==> config.mk <==
export PLATFORM = sky130hd
export DESIGN_NAME = chip_reset_sequencer
export DESIGN_NICKNAME = d
export VERILOG_FILES = /design/src/chip_reset_pkg.sv /design/src/level_release_sync.sv /design/src/release_stretch.sv /design/src/chip_reset_sequencer.sv
export SDC_FILE = /design/constraint.sdc
export NUM_CORES = 1
export LEC_CHECK = 0
export ABC_AREA = 1
export BUFFER_PORTS_ARGS = -buffer_cell sky130_fd_sc_hd__clkbuf_2
export CORE_MARGIN = 1.5
export CORE_UTILIZATION = 35
export CTS_CLUSTER_SIZE = 25
export DETAILED_ROUTE_END_ITERATION = 7
export HOLD_SLACK_MARGIN = 0.08
export SLEW_MARGIN = 30
export SYNTH_ARGS = -nofsm -noshare
export SYNTH_HDL_FRONTEND = slang
export SYNTH_SLANG_ARGS = --single-unit
==> constraint.sdc <==
create_clock -name i_sys_clk -period 6.25 [get_ports i_sys_clk]
set_clock_uncertainty 0.1 [all_clocks]
set_input_delay 0.3125 -clock i_sys_clk [delete_from_list [all_inputs] [get_ports i_sys_clk]]
set_output_delay 0.3125 -clock i_sys_clk [all_outputs]
set_load 0.1 [all_outputs]
==> src/chip_reset_pkg.sv <==
// constants, timing counts and the sequencer state type for the chip reset sequencer
// assumes a 100 MHz internal clock; the 32 MHz reference only feeds the two PLLs
package chip_reset_pkg;

    // clocking
    localparam int CLK_PERIOD_PS = 10000;
    localparam int REF_CLK_KHZ = 32000;
    localparam int PLL_COUNT = 2;

    // synchroniser depth for every pin-level input
    localparam int SYNC_STAGES = 2;

    // release stretch after an external reset goes away (a longest time)
    localparam int STRETCH_MAX_PS = 173600;
    localparam int STRETCH_TOTAL_CYC = STRETCH_MAX_PS / CLK_PERIOD_PS;
    localparam int STRETCH_CNT_W = 4;
    // synchroniser and output flop already spend part of the budget
    localparam logic [STRETCH_CNT_W-1:0] STRETCH_HOLD_CYC =
        STRETCH_CNT_W'(STRETCH_TOTAL_CYC - SYNC_STAGES - 1);
    localparam logic [STRETCH_CNT_W-1:0] STRETCH_CNT_ZERO = 4'h0;

    // figures the outside parties must keep
    localparam int SUPPLY_RESET_MIN_WIDTH_US = 50;
    localparam int DEBUGGER_RESET_MIN_WIDTH_NS = 10;

    // PLL lock must be reached within this time (a longest time, rounds down)
    localparam int PLL_LOCK_MAX_US = 50;
    localparam int PLL_LOCK_MAX_CYC = PLL_LOCK_MAX_US * 1000000 / CLK_PERIOD_PS;
    localparam int LOCK_CNT_W = 16;
    localparam logic [LOCK_CNT_W-1:0] LOCK_CNT_RST = 16'h0000;

    // watchdog
    localparam int WDOG_CNT_W = 16;
    localparam logic [WDOG_CNT_W-1:0] WDOG_CNT_RST = 16'h0000;

    typedef enum logic [1:0] {
        SEQ_POWER_HOLD = 2'h0,
        SEQ_CORE_HOLD = 2'h1,
        SEQ_RUN = 2'h3
    } seq_state_t;

endpackage

==> src/level_release_sync.sv <==
// reset synchroniser: asserts at once with its pin, releases after SYNC_STAGES edges
// assumes the async input is active low and glitch free
`timescale 1ns/10ps
module level_release_sync (
    input wire logic i_sys_clk,
    input wire logic i_async_rst_n,
    output logic o_active
);
    import chip_reset_pkg::*;

    logic [SYNC_STAGES-1:0] sync_q;
    logic [SYNC_STAGES-1:0] sync_d;

    // only the last stage is ever looked at
    always_comb begin
        sync_d = {sync_q[SYNC_STAGES-2:0], 1'b0};
    end

    always_ff @(posedge i_sys_clk or negedge i_async_rst_n) begin
        if (!i_async_rst_n) begin
            sync_q <= '1;
        end else begin
            sync_q <= sync_d;
        end
    end

    assign o_active = sync_q[SYNC_STAGES-1];
endmodule

==> src/release_stretch.sv <==
// reset stretcher: async assertion, clocked release STRETCH_HOLD_CYC+1 edges after hold drops
// assumes i_hold is already synchronous to i_sys_clk
`timescale 1ns/10ps
module release_stretch (
    input wire logic i_sys_clk,
    input wire logic i_async_rst_n,
    input wire logic i_hold,
    output logic o_active
);
    import chip_reset_pkg::*;

    logic [STRETCH_CNT_W-1:0] cnt_q;
    logic [STRETCH_CNT_W-1:0] cnt_d;
    logic active_q;
    logic active_d;

    always_comb begin
        cnt_d = cnt_q;
        if (i_hold) begin
            cnt_d = STRETCH_HOLD_CYC;
        end else if (cnt_q != STRETCH_CNT_ZERO) begin
            cnt_d = cnt_q - 4'h1;
        end
        active_d = i_hold || (cnt_q != STRETCH_CNT_ZERO);
    end

    always_ff @(posedge i_sys_clk or negedge i_async_rst_n) begin
        if (!i_async_rst_n) begin
            cnt_q <= STRETCH_HOLD_CYC;
            active_q <= 1'b1;
        end else begin
            cnt_q <= cnt_d;
            active_q <= active_d;
        end
    end

    assign o_active = active_q;
endmodule

==> src/chip_reset_sequencer.sv <==
// chip reset and clock-start sequencer: combines supply, debugger, test-port and
// watchdog reset sources and starts the two PLLs
// assumes reset pins are asynchronous and held low at least their minimum widths
//
// Functional notes
// two PLLs synthesise clocks from 32 MHz
// supply reset asserts chip reset asynchronously
// supply reset clears everything, clock system too
// only supply reset halts clock generation
// supervisor holds reset over 50 us, lock
// no test-port traffic during supply reset
// debugger reset clears logic, clocks keep running
// test port stays usable in debugger reset
// debugger reset only when running, over 10 ns
// internal resets stretched under 173.6 ns
// undriven debugger reset pin reads inactive
// watchdog counts period, expiry raises event
// watchdog event resets chip only when enabled
// watchdog cause flag survives the restart
// test-port reset clears trace logic only
// supply reset also clears trace logic
// stretched reset releases on a clock edge
`timescale 1ns/10ps
module chip_reset_sequencer #(
    parameter int unsigned LOCK_TIMEOUT_CYC = chip_reset_pkg::PLL_LOCK_MAX_CYC
) (
    input wire logic i_sys_clk,
    input wire logic i_sys_rst,
    input wire logic i_supply_reset_n,
    input wire logic i_debugger_system_reset_in_n,
    input wire logic i_debugger_system_reset_in_driven,
    input wire logic i_test_port_reset_n,
    input wire logic [chip_reset_pkg::PLL_COUNT-1:0] i_pll_lock,
    input wire logic i_watchdog_start,
    input wire logic i_watchdog_retrigger,
    input wire logic [chip_reset_pkg::WDOG_CNT_W-1:0] i_watchdog_period,
    input wire logic i_watchdog_reset_enable,
    input wire logic i_watchdog_cause_clear,
    output logic [chip_reset_pkg::PLL_COUNT-1:0] o_pll_enable,
    output logic [chip_reset_pkg::PLL_COUNT-1:0] o_pll_locked,
    output logic o_pll_lock_error,
    output logic o_clock_system_reset,
    output logic o_chip_reset,
    output logic o_trace_reset,
    output logic o_test_port_enable,
    output logic o_watchdog_event,
    output logic o_watchdog_cause_flag,
    output chip_reset_pkg::seq_state_t o_sequence_state
);
    import chip_reset_pkg::*;

    logic supply_n;
    logic debugger_n;
    logic core_async_n;
    logic trace_async_n;
    logic supply_active;
    logic debugger_active;
    logic core_hold;
    logic wdog_req_q;
    logic wdog_req_d;

    // pad pull-up: an undriven pin resolves high, so it can never hold reset
    assign debugger_n = i_debugger_system_reset_in_n | ~i_debugger_system_reset_in_driven;
    assign supply_n = i_supply_reset_n;
    // either pin drops the core reset at once, no clock needed
    assign core_async_n = supply_n & debugger_n; // see R2
    // trace logic sees only its own pin and the supply reset
    assign trace_async_n = supply_n & i_test_port_reset_n; // see R15

    level_release_sync u_sync_supply (
        .i_sys_clk(i_sys_clk),
        .i_async_rst_n(supply_n),
        .o_active(supply_active)
    );

    level_release_sync u_sync_debugger (
        .i_sys_clk(i_sys_clk),
        .i_async_rst_n(debugger_n),
        .o_active(debugger_active)
    );

    // trace reset leaves on a clock edge, two edges after the later pin release
    level_release_sync u_sync_trace (
        .i_sys_clk(i_sys_clk),
        .i_async_rst_n(trace_async_n),
        .o_active(o_trace_reset)
    ); // see R15

    // clock system: supply reset is the only source that touches it
    release_stretch u_stretch_clock (
        .i_sys_clk(i_sys_clk),
        .i_async_rst_n(supply_n),
        .i_hold(supply_active),
        .o_active(o_clock_system_reset)
    ); // see R3 see R4 see R10

    assign core_hold = supply_active | debugger_active | wdog_req_q | i_sys_rst;

    release_stretch u_stretch_core (
        .i_sys_clk(i_sys_clk),
        .i_async_rst_n(core_async_n),
        .i_hold(core_hold),
        .o_active(o_chip_reset)
    ); // see R2 see R3 see R7 see R10 see R13

    // PLL enables: stopped while supply reset is low, untouched by other sources
    logic [PLL_COUNT-1:0] pll_enable_q;
    logic [PLL_COUNT-1:0] pll_enable_d;

    always_comb begin
        pll_enable_d = supply_active ? '0 : '1; // see R1
    end

    always_ff @(posedge i_sys_clk or negedge supply_n) begin
        if (!supply_n) begin
            pll_enable_q <= '0;
        end else begin
            pll_enable_q <= pll_enable_d;
        end
    end

    assign o_pll_enable = pll_enable_q;

    // lock indications come from the PLL macros, so they are synchronised
    logic [PLL_COUNT-1:0] lock_meta_q;
    logic [PLL_COUNT-1:0] lock_sync_q;
    logic [PLL_COUNT-1:0] locked_q;
    logic [PLL_COUNT-1:0] lock_meta_d;
    logic [PLL_COUNT-1:0] lock_sync_d;
    logic [PLL_COUNT-1:0] locked_d;

    genvar gi;
    generate
        for (gi = 0; gi < PLL_COUNT; gi++) begin : g_pll
            always_comb begin
                lock_meta_d[gi] = i_pll_lock[gi];
                lock_sync_d[gi] = lock_meta_q[gi];
                locked_d[gi] = lock_sync_q[gi] & pll_enable_q[gi];
            end

            always_ff @(posedge i_sys_clk or negedge supply_n) begin
                if (!supply_n) begin
                    lock_meta_q[gi] <= 1'b0;
                    lock_sync_q[gi] <= 1'b0;
                    locked_q[gi] <= 1'b0;
                end else begin
                    lock_meta_q[gi] <= lock_meta_d[gi];
                    lock_sync_q[gi] <= lock_sync_d[gi];
                    locked_q[gi] <= locked_d[gi];
                end
            end
        end
    endgenerate

    assign o_pll_locked = locked_q;

    // lock watch: flags a PLL that misses its lock time after being started;
    // the supervisor should have covered this, so it only reports
    logic [LOCK_CNT_W-1:0] lock_cnt_q;
    logic [LOCK_CNT_W-1:0] lock_cnt_d;
    logic lock_err_q;
    logic lock_err_d;
    logic lock_limit;

    assign lock_limit = (lock_cnt_q == LOCK_CNT_W'(LOCK_TIMEOUT_CYC));

    always_comb begin
        lock_cnt_d = lock_cnt_q;
        lock_err_d = lock_err_q;
        if (!(&pll_enable_q) || (&locked_q)) begin
            lock_cnt_d = LOCK_CNT_RST;
        end else if (!lock_limit) begin
            lock_cnt_d = lock_cnt_q + 16'h0001;
        end else begin
            lock_err_d = 1'b1;
        end
    end

    always_ff @(posedge i_sys_clk or negedge supply_n) begin
        if (!supply_n) begin
            lock_cnt_q <= LOCK_CNT_RST;
            lock_err_q <= 1'b0;
        end else begin
            lock_cnt_q <= lock_cnt_d;
            lock_err_q <= lock_err_d;
        end
    end

    assign o_pll_lock_error = lock_err_q;

    // test-access port: off only during supply reset, on through debugger reset
    logic tap_en_q;
    logic tap_en_d;

    always_comb begin
        tap_en_d = ~supply_active; // see R6
    end

    always_ff @(posedge i_sys_clk or negedge supply_n) begin
        if (!supply_n) begin
            tap_en_q <= 1'b0;
        end else begin
            tap_en_q <= tap_en_d;
        end
    end

    assign o_test_port_enable = tap_en_q;

    // watchdog counter, part of the core reset domain
    logic [WDOG_CNT_W-1:0] wdog_cnt_q;
    logic [WDOG_CNT_W-1:0] wdog_cnt_d;
    logic wdog_event_q;
    logic wdog_event_d;
    logic wdog_expire;

    // a retrigger in the expiry cycle still counts as in time
    assign wdog_expire = i_watchdog_start && !i_watchdog_retrigger
        && (wdog_cnt_q == i_watchdog_period);

    always_comb begin
        wdog_cnt_d = wdog_cnt_q;
        wdog_event_d = 1'b0;
        wdog_req_d = wdog_req_q;
        if (o_chip_reset) begin
            wdog_cnt_d = WDOG_CNT_RST;
            wdog_req_d = 1'b0;
        end else if (!i_watchdog_start || i_watchdog_retrigger) begin
            wdog_cnt_d = WDOG_CNT_RST;
        end else if (wdog_expire) begin
            wdog_cnt_d = WDOG_CNT_RST;
            wdog_event_d = 1'b1;
            wdog_req_d = i_watchdog_reset_enable;
        end else begin
            wdog_cnt_d = wdog_cnt_q + 16'h0001;
        end
    end

    always_ff @(posedge i_sys_clk or negedge core_async_n) begin
        if (!core_async_n) begin
            wdog_cnt_q <= WDOG_CNT_RST;
            wdog_event_q <= 1'b0;
            wdog_req_q <= 1'b0;
        end else begin
            wdog_cnt_q <= wdog_cnt_d;
            wdog_event_q <= wdog_event_d;
            wdog_req_q <= wdog_req_d;
        end
    end

    assign o_watchdog_event = wdog_event_q;

    // cause flag lives on the supply reset alone so the watchdog restart keeps it;
    // a debugger reset or software clear drops it, a new enabled expiry wins over the software clear only
    logic cause_q;
    logic cause_d;

    always_comb begin
        cause_d = cause_q;
        if (wdog_expire && i_watchdog_reset_enable && !o_chip_reset) begin
            cause_d = 1'b1;
        end else if (i_watchdog_cause_clear || debugger_active) begin
            cause_d = 1'b0;
        end
    end

    always_ff @(posedge i_sys_clk or negedge supply_n) begin
        if (!supply_n) begin
            cause_q <= 1'b0;
        end else begin
            cause_q <= cause_d;
        end
    end

    assign o_watchdog_cause_flag = cause_q;

    // sequence state for observation: power hold, core hold, run
    seq_state_t state_q;
    seq_state_t state_d;

    always_comb begin
        state_d = state_q;
        unique case (state_q)
            SEQ_POWER_HOLD: begin
                if (!o_clock_system_reset) begin
                    state_d = SEQ_CORE_HOLD;
                end
            end
            SEQ_CORE_HOLD: begin
                if (!o_chip_reset) begin
                    state_d = SEQ_RUN;
                end
            end
            SEQ_RUN: begin
                if (o_chip_reset) begin
                    state_d = SEQ_CORE_HOLD;
                end
            end
            default: begin
                state_d = SEQ_POWER_HOLD;
            end
        endcase
    end

    always_ff @(posedge i_sys_clk or negedge supply_n) begin
        if (!supply_n) begin
            state_q <= SEQ_POWER_HOLD;
        end else begin
            state_q <= state_d;
        end
    end

    assign o_sequence_state = state_q;
endmodule

==> impl_metrics.ini, run 1 <==
[die]
ios = 41
fp.dieArea_um2 = 9590
design.core.area_um2 = 8720
die_x_um = 98.0
rows = 34
start_util = 0.362
chipHeight_um = 98.0

[logic_synthesis]
netlist_area_um2 = 3160
synth_top_area_frac = 0.373
synthArstFlopShare = 1.00
yosys-top-cells-area = dfrtp_1, dfstp_2, nand2_1
yosys_warnings = 0
syn_inst = 393
synth_edf_count = 0
ys_ff_latch = 61
yosysSeqAreaShare = 0.489
yosysUniqueCellTypes = 34
synth.avg_cell_area_um2 = 8.03
ys.flop_type = dfrtp_1
synth_top_area_cell = dfrtp_1

[power]
power_mw = 0.837
pwr-share-seq = 0.492
p_clk_frac = 0.421
switchingPower_mw = 0.211
p_comb_frac = 0.087
leakagePower_nw = 1.83
internal_power_mw = 0.626
ir_drop_v = 0.000125
p_per_area_nw_per_um2 = 223
swShare = 0.253

[clock_tree]
cts_sinks = 61
cts_post_setup_buffers_inserted = 0
clkTransAtPathRegs_ns = 0.06
cts_max_level = 3
cts_tree = built
cts_made_buffers = 9
root_buffer = clkbuf_8
cts_buffer_depth = 2
insertion_delay_ns = 0.34
ctsResizeCount = 0

[route]
vias = 2636
vias_per_cell = 4.67
drc_errors = 0
drtPass1Iterations = 4
detail_route.wl_per_cell_um = 11.9
drtIter0Drc = 117
routed_wl_um = 6710
ant_nets = 0

[cells_and_area]
fillerInstances = 867
area_delta_synth_final_pct = 19.0
final_common_cell = nand2_1
drive_gt1_frac = 0.191
antennaDiodeCount = 0
finalCoreUtilization = 0.430
finalNetCount = 486
layout_common_cells = nand2_1, inv_1, nor2_1

[worst_setup_path]
crit_end = o_chip_reset
crit_chain = clkbuf_2
crit_start = u_stretch_core.o_active
crit_type = flip-flop to output port
max_stage_delay_ns = 0.58
crit_cells = 1
r2r_end = wdog_cnt_q[3]
critPathArrivalTime_ns = 1.40
cp_data_required_time_ns = 5.84
cp_max_fo = 4
reg2regPathDepth = 6
critPathSlowestCell = dfstp_2
path_delay_family = flip-flops
r2r_setup_slack_ns = 4.67
start_kind = flip-flop
r2r_start = wdog_cnt_q[8]
cp-end-kind = output port
path_buf_inv = 1

[timing]
worst_pin_slew_ns = 0.548
slew_violations = 0
timing.final.crit_share = 0.289
setup_tns_ns = 0
hold_viol_final = 0
finalSetupViolCount = 0
maxSlewHeadroom = 0.636
rsz0062_at_grt = false
fmax_mhz = 553
fin_crit_ns = 1.81

[hold_path]
hold_path_class = input port to flip-flop

[grt]
track_usage = 0.154
grt_max_degree = 37
antenna_found_initial = 0
grt_first_pass_wirelength_um = 11700
grt_use_met1 = 0.194
met3_usage = 0.0494
grt_use_met2 = 0.247
grt_overflow = 0
busiest_layer = met2
grt_pass1_vias = 2595

[run]
cap_violations = 0

[place]
portBuffers = 40
dp_hpwl_um = 5130
place_congestion = 0.867

[status]
status = complete, no violations
## kinds of logic after synthesis
| family | synth area share |
|---|---|
| simple gates | 0.278 |
| fa+ha+maj | 0.0278 |
| flops | 0.489 |
| compound gates | 0.0650 |
| xor+xnor | 0.0444 |
| buf+inv | 0.0944 |
| other cells | 0.00119 |
## metrics by stage
| step | instances | worst slack, ns | instance area (um2) | hold WS (ns) |
|---|---|---|---|---|
| after floorplan | 395 | 3.56 | 3160 | -0.0831 |
| after global routing | 564 | 4.40 | 3750 | 0.132 |
| after detailed placement | 541 | 4.68 | 3480 | 0.245 |
| final | 564 | 4.44 | 3750 | 0.125 |
| after global placement | 541 | 4.69 | 3480 | 0.233 |
| after CTS | 564 | 4.42 | 3750 | 0.112 |
## registers in the layout (all words and copies together), names as in the netlist, 2 cells and up
register,count
u_sync_trace.sync_q,2
u_stretch_core.cnt_q,4
lock_cnt_q,16
wdog_cnt_q,16
u_sync_debugger.sync_q,2
u_stretch_clock.cnt_q,4
o_sequence_state,2
lock_meta_q,2
lock_sync_q,2
o_pll_locked,2
u_sync_supply.sync_q,2
## how the worst min path moves through the flow
stage,startpoint,end,slack [ns],cells after the start
floorplan,i_supply_reset_n,lock_cnt_q[0],-0.08,0
global placement,lock_meta_q[1],lock_sync_q[1],0.23,0
detailed placement,lock_meta_q[1],lock_sync_q[1],0.24,0
CTS,i_watchdog_cause_clear,o_watchdog_cause_flag,0.11,4
global route,i_watchdog_cause_clear,o_watchdog_cause_flag,0.13,4
finish,i_watchdog_cause_clear,o_watchdog_cause_flag,0.13,4
## cells in the mapped netlist (2+ instances only)
cell      instances
a21oi_1          13
a31oi_1           4
buf_4             2
dfrtp_1          47
dfstp_2          14
ha_1              7
inv_1            65
inv_2             5
nand2_1          82
nand3_1          24
nand3b_1          2
nand4_1          13
nor2_1           54
nor2_2            4
nor3_1            8
nor4_1            2
o21ai_0          16
xnor2_1           4
xor2_1           12
## per-layer routing
layer	routed length, um	share of wire
met5	0	0
met4	135	0.020
met3	353	0.053
met2	3180	0.47
met1	3050	0.45
## worst register-to-register path, stage by stage, from the launching register on
cell and delay (ns):
dfrtp_1 0.43, xnor2_1 0.27, nand3_1 0.12, nor2_1 0.17, nand3_2 0.13, nand3_4 0.18, nor2_1 0.08
## what timing repair did
action / 4_1_cts / 5_1_grt
endpoints found under the hold margin: 53 / 0
setup endpoints to repair: 0 / 0
hold buffers: 7 / 0
## cell type report
class / count / area, um2 / share of cell area
inverter: 70 / 263 / 0.0700
timing repair buffer: 49 / 285 / 0.0760
clock inverter: 5 / 60.1 / 0.0160
multi-input combinational: 260 / 1330 / 0.353
sequential: 61 / 1540 / 0.411
clock buffer: 11 / 141 / 0.0377
tap: 108 / 135 / 0.0360
## power by group through the flow
stage,Clock [mW],Sequential (mW),Combinational [mW]
final,0.353,0.412,0.0729
after global routing,0.384,0.413,0.0827
after CTS,0.364,0.412,0.0740
after detailed placement,0,0.419,0.0702
after global placement,0,0.419,0.0692
after floorplan,0,0.428,0.0364
(Power assumes the default switching activity.)
==> run 2, diff against run 1 <==
==> constraint.sdc (replaced) <==
create_clock -name i_sys_clk -period 1.9 [get_ports i_sys_clk]
set_clock_uncertainty 0.1 [all_clocks]
set_input_delay 0.095 -clock i_sys_clk [delete_from_list [all_inputs] [get_ports i_sys_clk]]
set_output_delay 0.095 -clock i_sys_clk [all_outputs]
set_load 0.1 [all_outputs]
==> run 2 against run 1 <==
Effect of this change: worst hold slack improved by 0.0074 ns; largest cell class unchanged; wire length is 2.8% higher; highest routed layer unchanged; sequential share of layout area shrank 1.1 points.
==> impl_metrics.ini, run 2 (synthesis results as in run 1) <==
[route]
drc_errors = 0
drtIter0Drc = 131
routed_wl_um = 6900
vias_per_cell = 4.70
detail_route.wl_per_cell_um = 12.1
vias = 2679
ant_nets = 0
drtPass1Iterations = 6

[timing]
fmax_mhz = 586
hold_viol_final = 0
slew_violations = 0
maxSlewHeadroom = 0.631
finalSetupViolCount = 0
timing.final.crit_share = 0.899
setup_tns_ns = 0
fin_crit_ns = 1.71
rsz0062_at_grt = false
worst_pin_slew_ns = 0.556

[cells_and_area]
drive_gt1_frac = 0.193
ff_latch_area_um2 = 1540
fillerInstances = 878
stdcell_count = 570
final_common_cell = nand2_1
finalCoreUtilization = 0.442
fin_area_um2 = 3850
finalNetCount = 492
layout_common_cells = nand2_1, inv_1, nor2_1
antennaDiodeCount = 0
area_delta_synth_final_pct = 22.2
multi_input_area_um2 = 1330
top_regs = lock_cnt_q: 16 flops, wdog_cnt_q: 16 flops

[clock_tree]
root_buffer = clkbuf_8
cts_max_level = 3
clkTransAtPathRegs_ns = 0.08
ctsHoldBuffers = 12
cts_sinks = 61
ctsResizeCount = 0
cts_tree = built
cts_post_setup_buffers_inserted = 0
cts_made_buffers = 9
cts_buffer_depth = 2
insertion_delay_ns = 0.34

[worst_setup_path]
start_kind = input port
path_delay_family = buffers and inverters
cp_max_fo = 12
critPathArrivalTime_ns = 2.15
crit_type = input port to asynchronous set/reset pin
max_stage_delay_ns = 0.71
critPathSlowestCell = dlygate4sd3_1
crit_cells = 4
crit_chain = dlygate4sd3_1 > dlygate4sd3_1 > clkbuf_2 > dlygate4sd3_1
cp_common_cell = dlygate4sd3_1
reg2regPathDepth = 6
path_buf_inv = 4
cp-end-kind = asynchronous set/reset pin
cp_data_required_time_ns = 2.34

[place]
dp_hpwl_um = 5200
place_congestion = 0.903
postPlaceCellArea_um2 = 3490
dp_cells = 542
portBuffers = 40

[grt]
grt_max_degree = 24
grt_first_pass_wirelength_um = 12000
grt_overflow = 0
antenna_found_initial = 0
grt_pass1_vias = 2616
track_usage = 0.158

[hold_path]
hold_depth = 6
hold_path_class = input port to flip-flop

[die]
design.core.area_um2 = 8720
chipHeight_um = 98.0
fp.dieArea_um2 = 9590
rows = 34
start_util = 0.362
die_x_um = 98.0
ios = 41

[power]
leakagePower_nw = 1.88
p_per_area_nw_per_um2 = 786
power_mw = 3.03
ir_drop_v = 0.000299

[status]
status = complete, no violations

[run]
cap_violations = 0
==> run 2: cell types whose count changed in the layout (fill, tap and decap cells not counted) <==
cell           change
bufinv_16          +2
clkbuf_8           -1
clkbuf_1           -1
clkinvlp_4         -1
dlygate4sd3_1      +5
inv_6              +2
buf_4              +1
clkinv_4           -1
==> run 2: report_power, final <==
group / switching (mW) / internal [mW]
Sequential: 0.0161 / 1.34
Combinational: 0.167 / 0.0852
Clock: 0.544 / 0.880
Total: 0.727 / 2.30
==> run 2: final timing paths <==
check	startpoint	endpoint	slack [ns]
worst max-delay path	i_supply_reset_n	o_sequence_state[1]	0.19
worst min-delay path	i_watchdog_period[5]	o_watchdog_event	0.13
worst max register to register	wdog_cnt_q[12]	wdog_cnt_q[14]	0.23
worst min register to register	lock_meta_q[1]	lock_sync_q[1]	0.25
max in group i_sys_clk	wdog_cnt_q[12]	wdog_cnt_q[14]	0.23
min in group asynchronous	i_test_port_reset_n	u_sync_trace.sync_q[0]	0.22
==> run 2: cell type report <==
class / count / share of cell area
clock buffers: 9 / 0.0321
clock inverters: 7 / 0.0315
inverters: 70 / 0.0682
multi-input cells: 260 / 0.344
flip-flops and latches: 61 / 0.401
well taps: 108 / 0.0351
repair buffers: 55 / 0.0889
==> run 2: layer usage <==
metal / vias up / part of all wire / global-route usage
met5: - / 0 / 0
met4: 0 / 0.016 / 0.0637
met3: 15 / 0.043 / 0.0422
met2: 68 / 0.46 / 0.254
met1: 1228 / 0.48 / 0.203
li1: 1368 / - / -
==> run 2: per-stage QoR <==
stage	setup slack, ns	hold slack [ns]
after floorplan	0.0536	-0.301
after global placement	0.259	-0.0813
after detailed placement	0.244	-0.0839
after CTS	0.179	0.123
after global routing	0.0500	0.197
final	0.192	0.133
==> run 2: worst reg2reg max path, cell delays in order (launching register included) <==
cell     delay, ns
dfrtp_1       0.42
xnor2_1       0.28
nand3_1       0.12
nor2_1        0.24
nand3_2       0.14
nand3_4       0.18
nor2_1        0.07
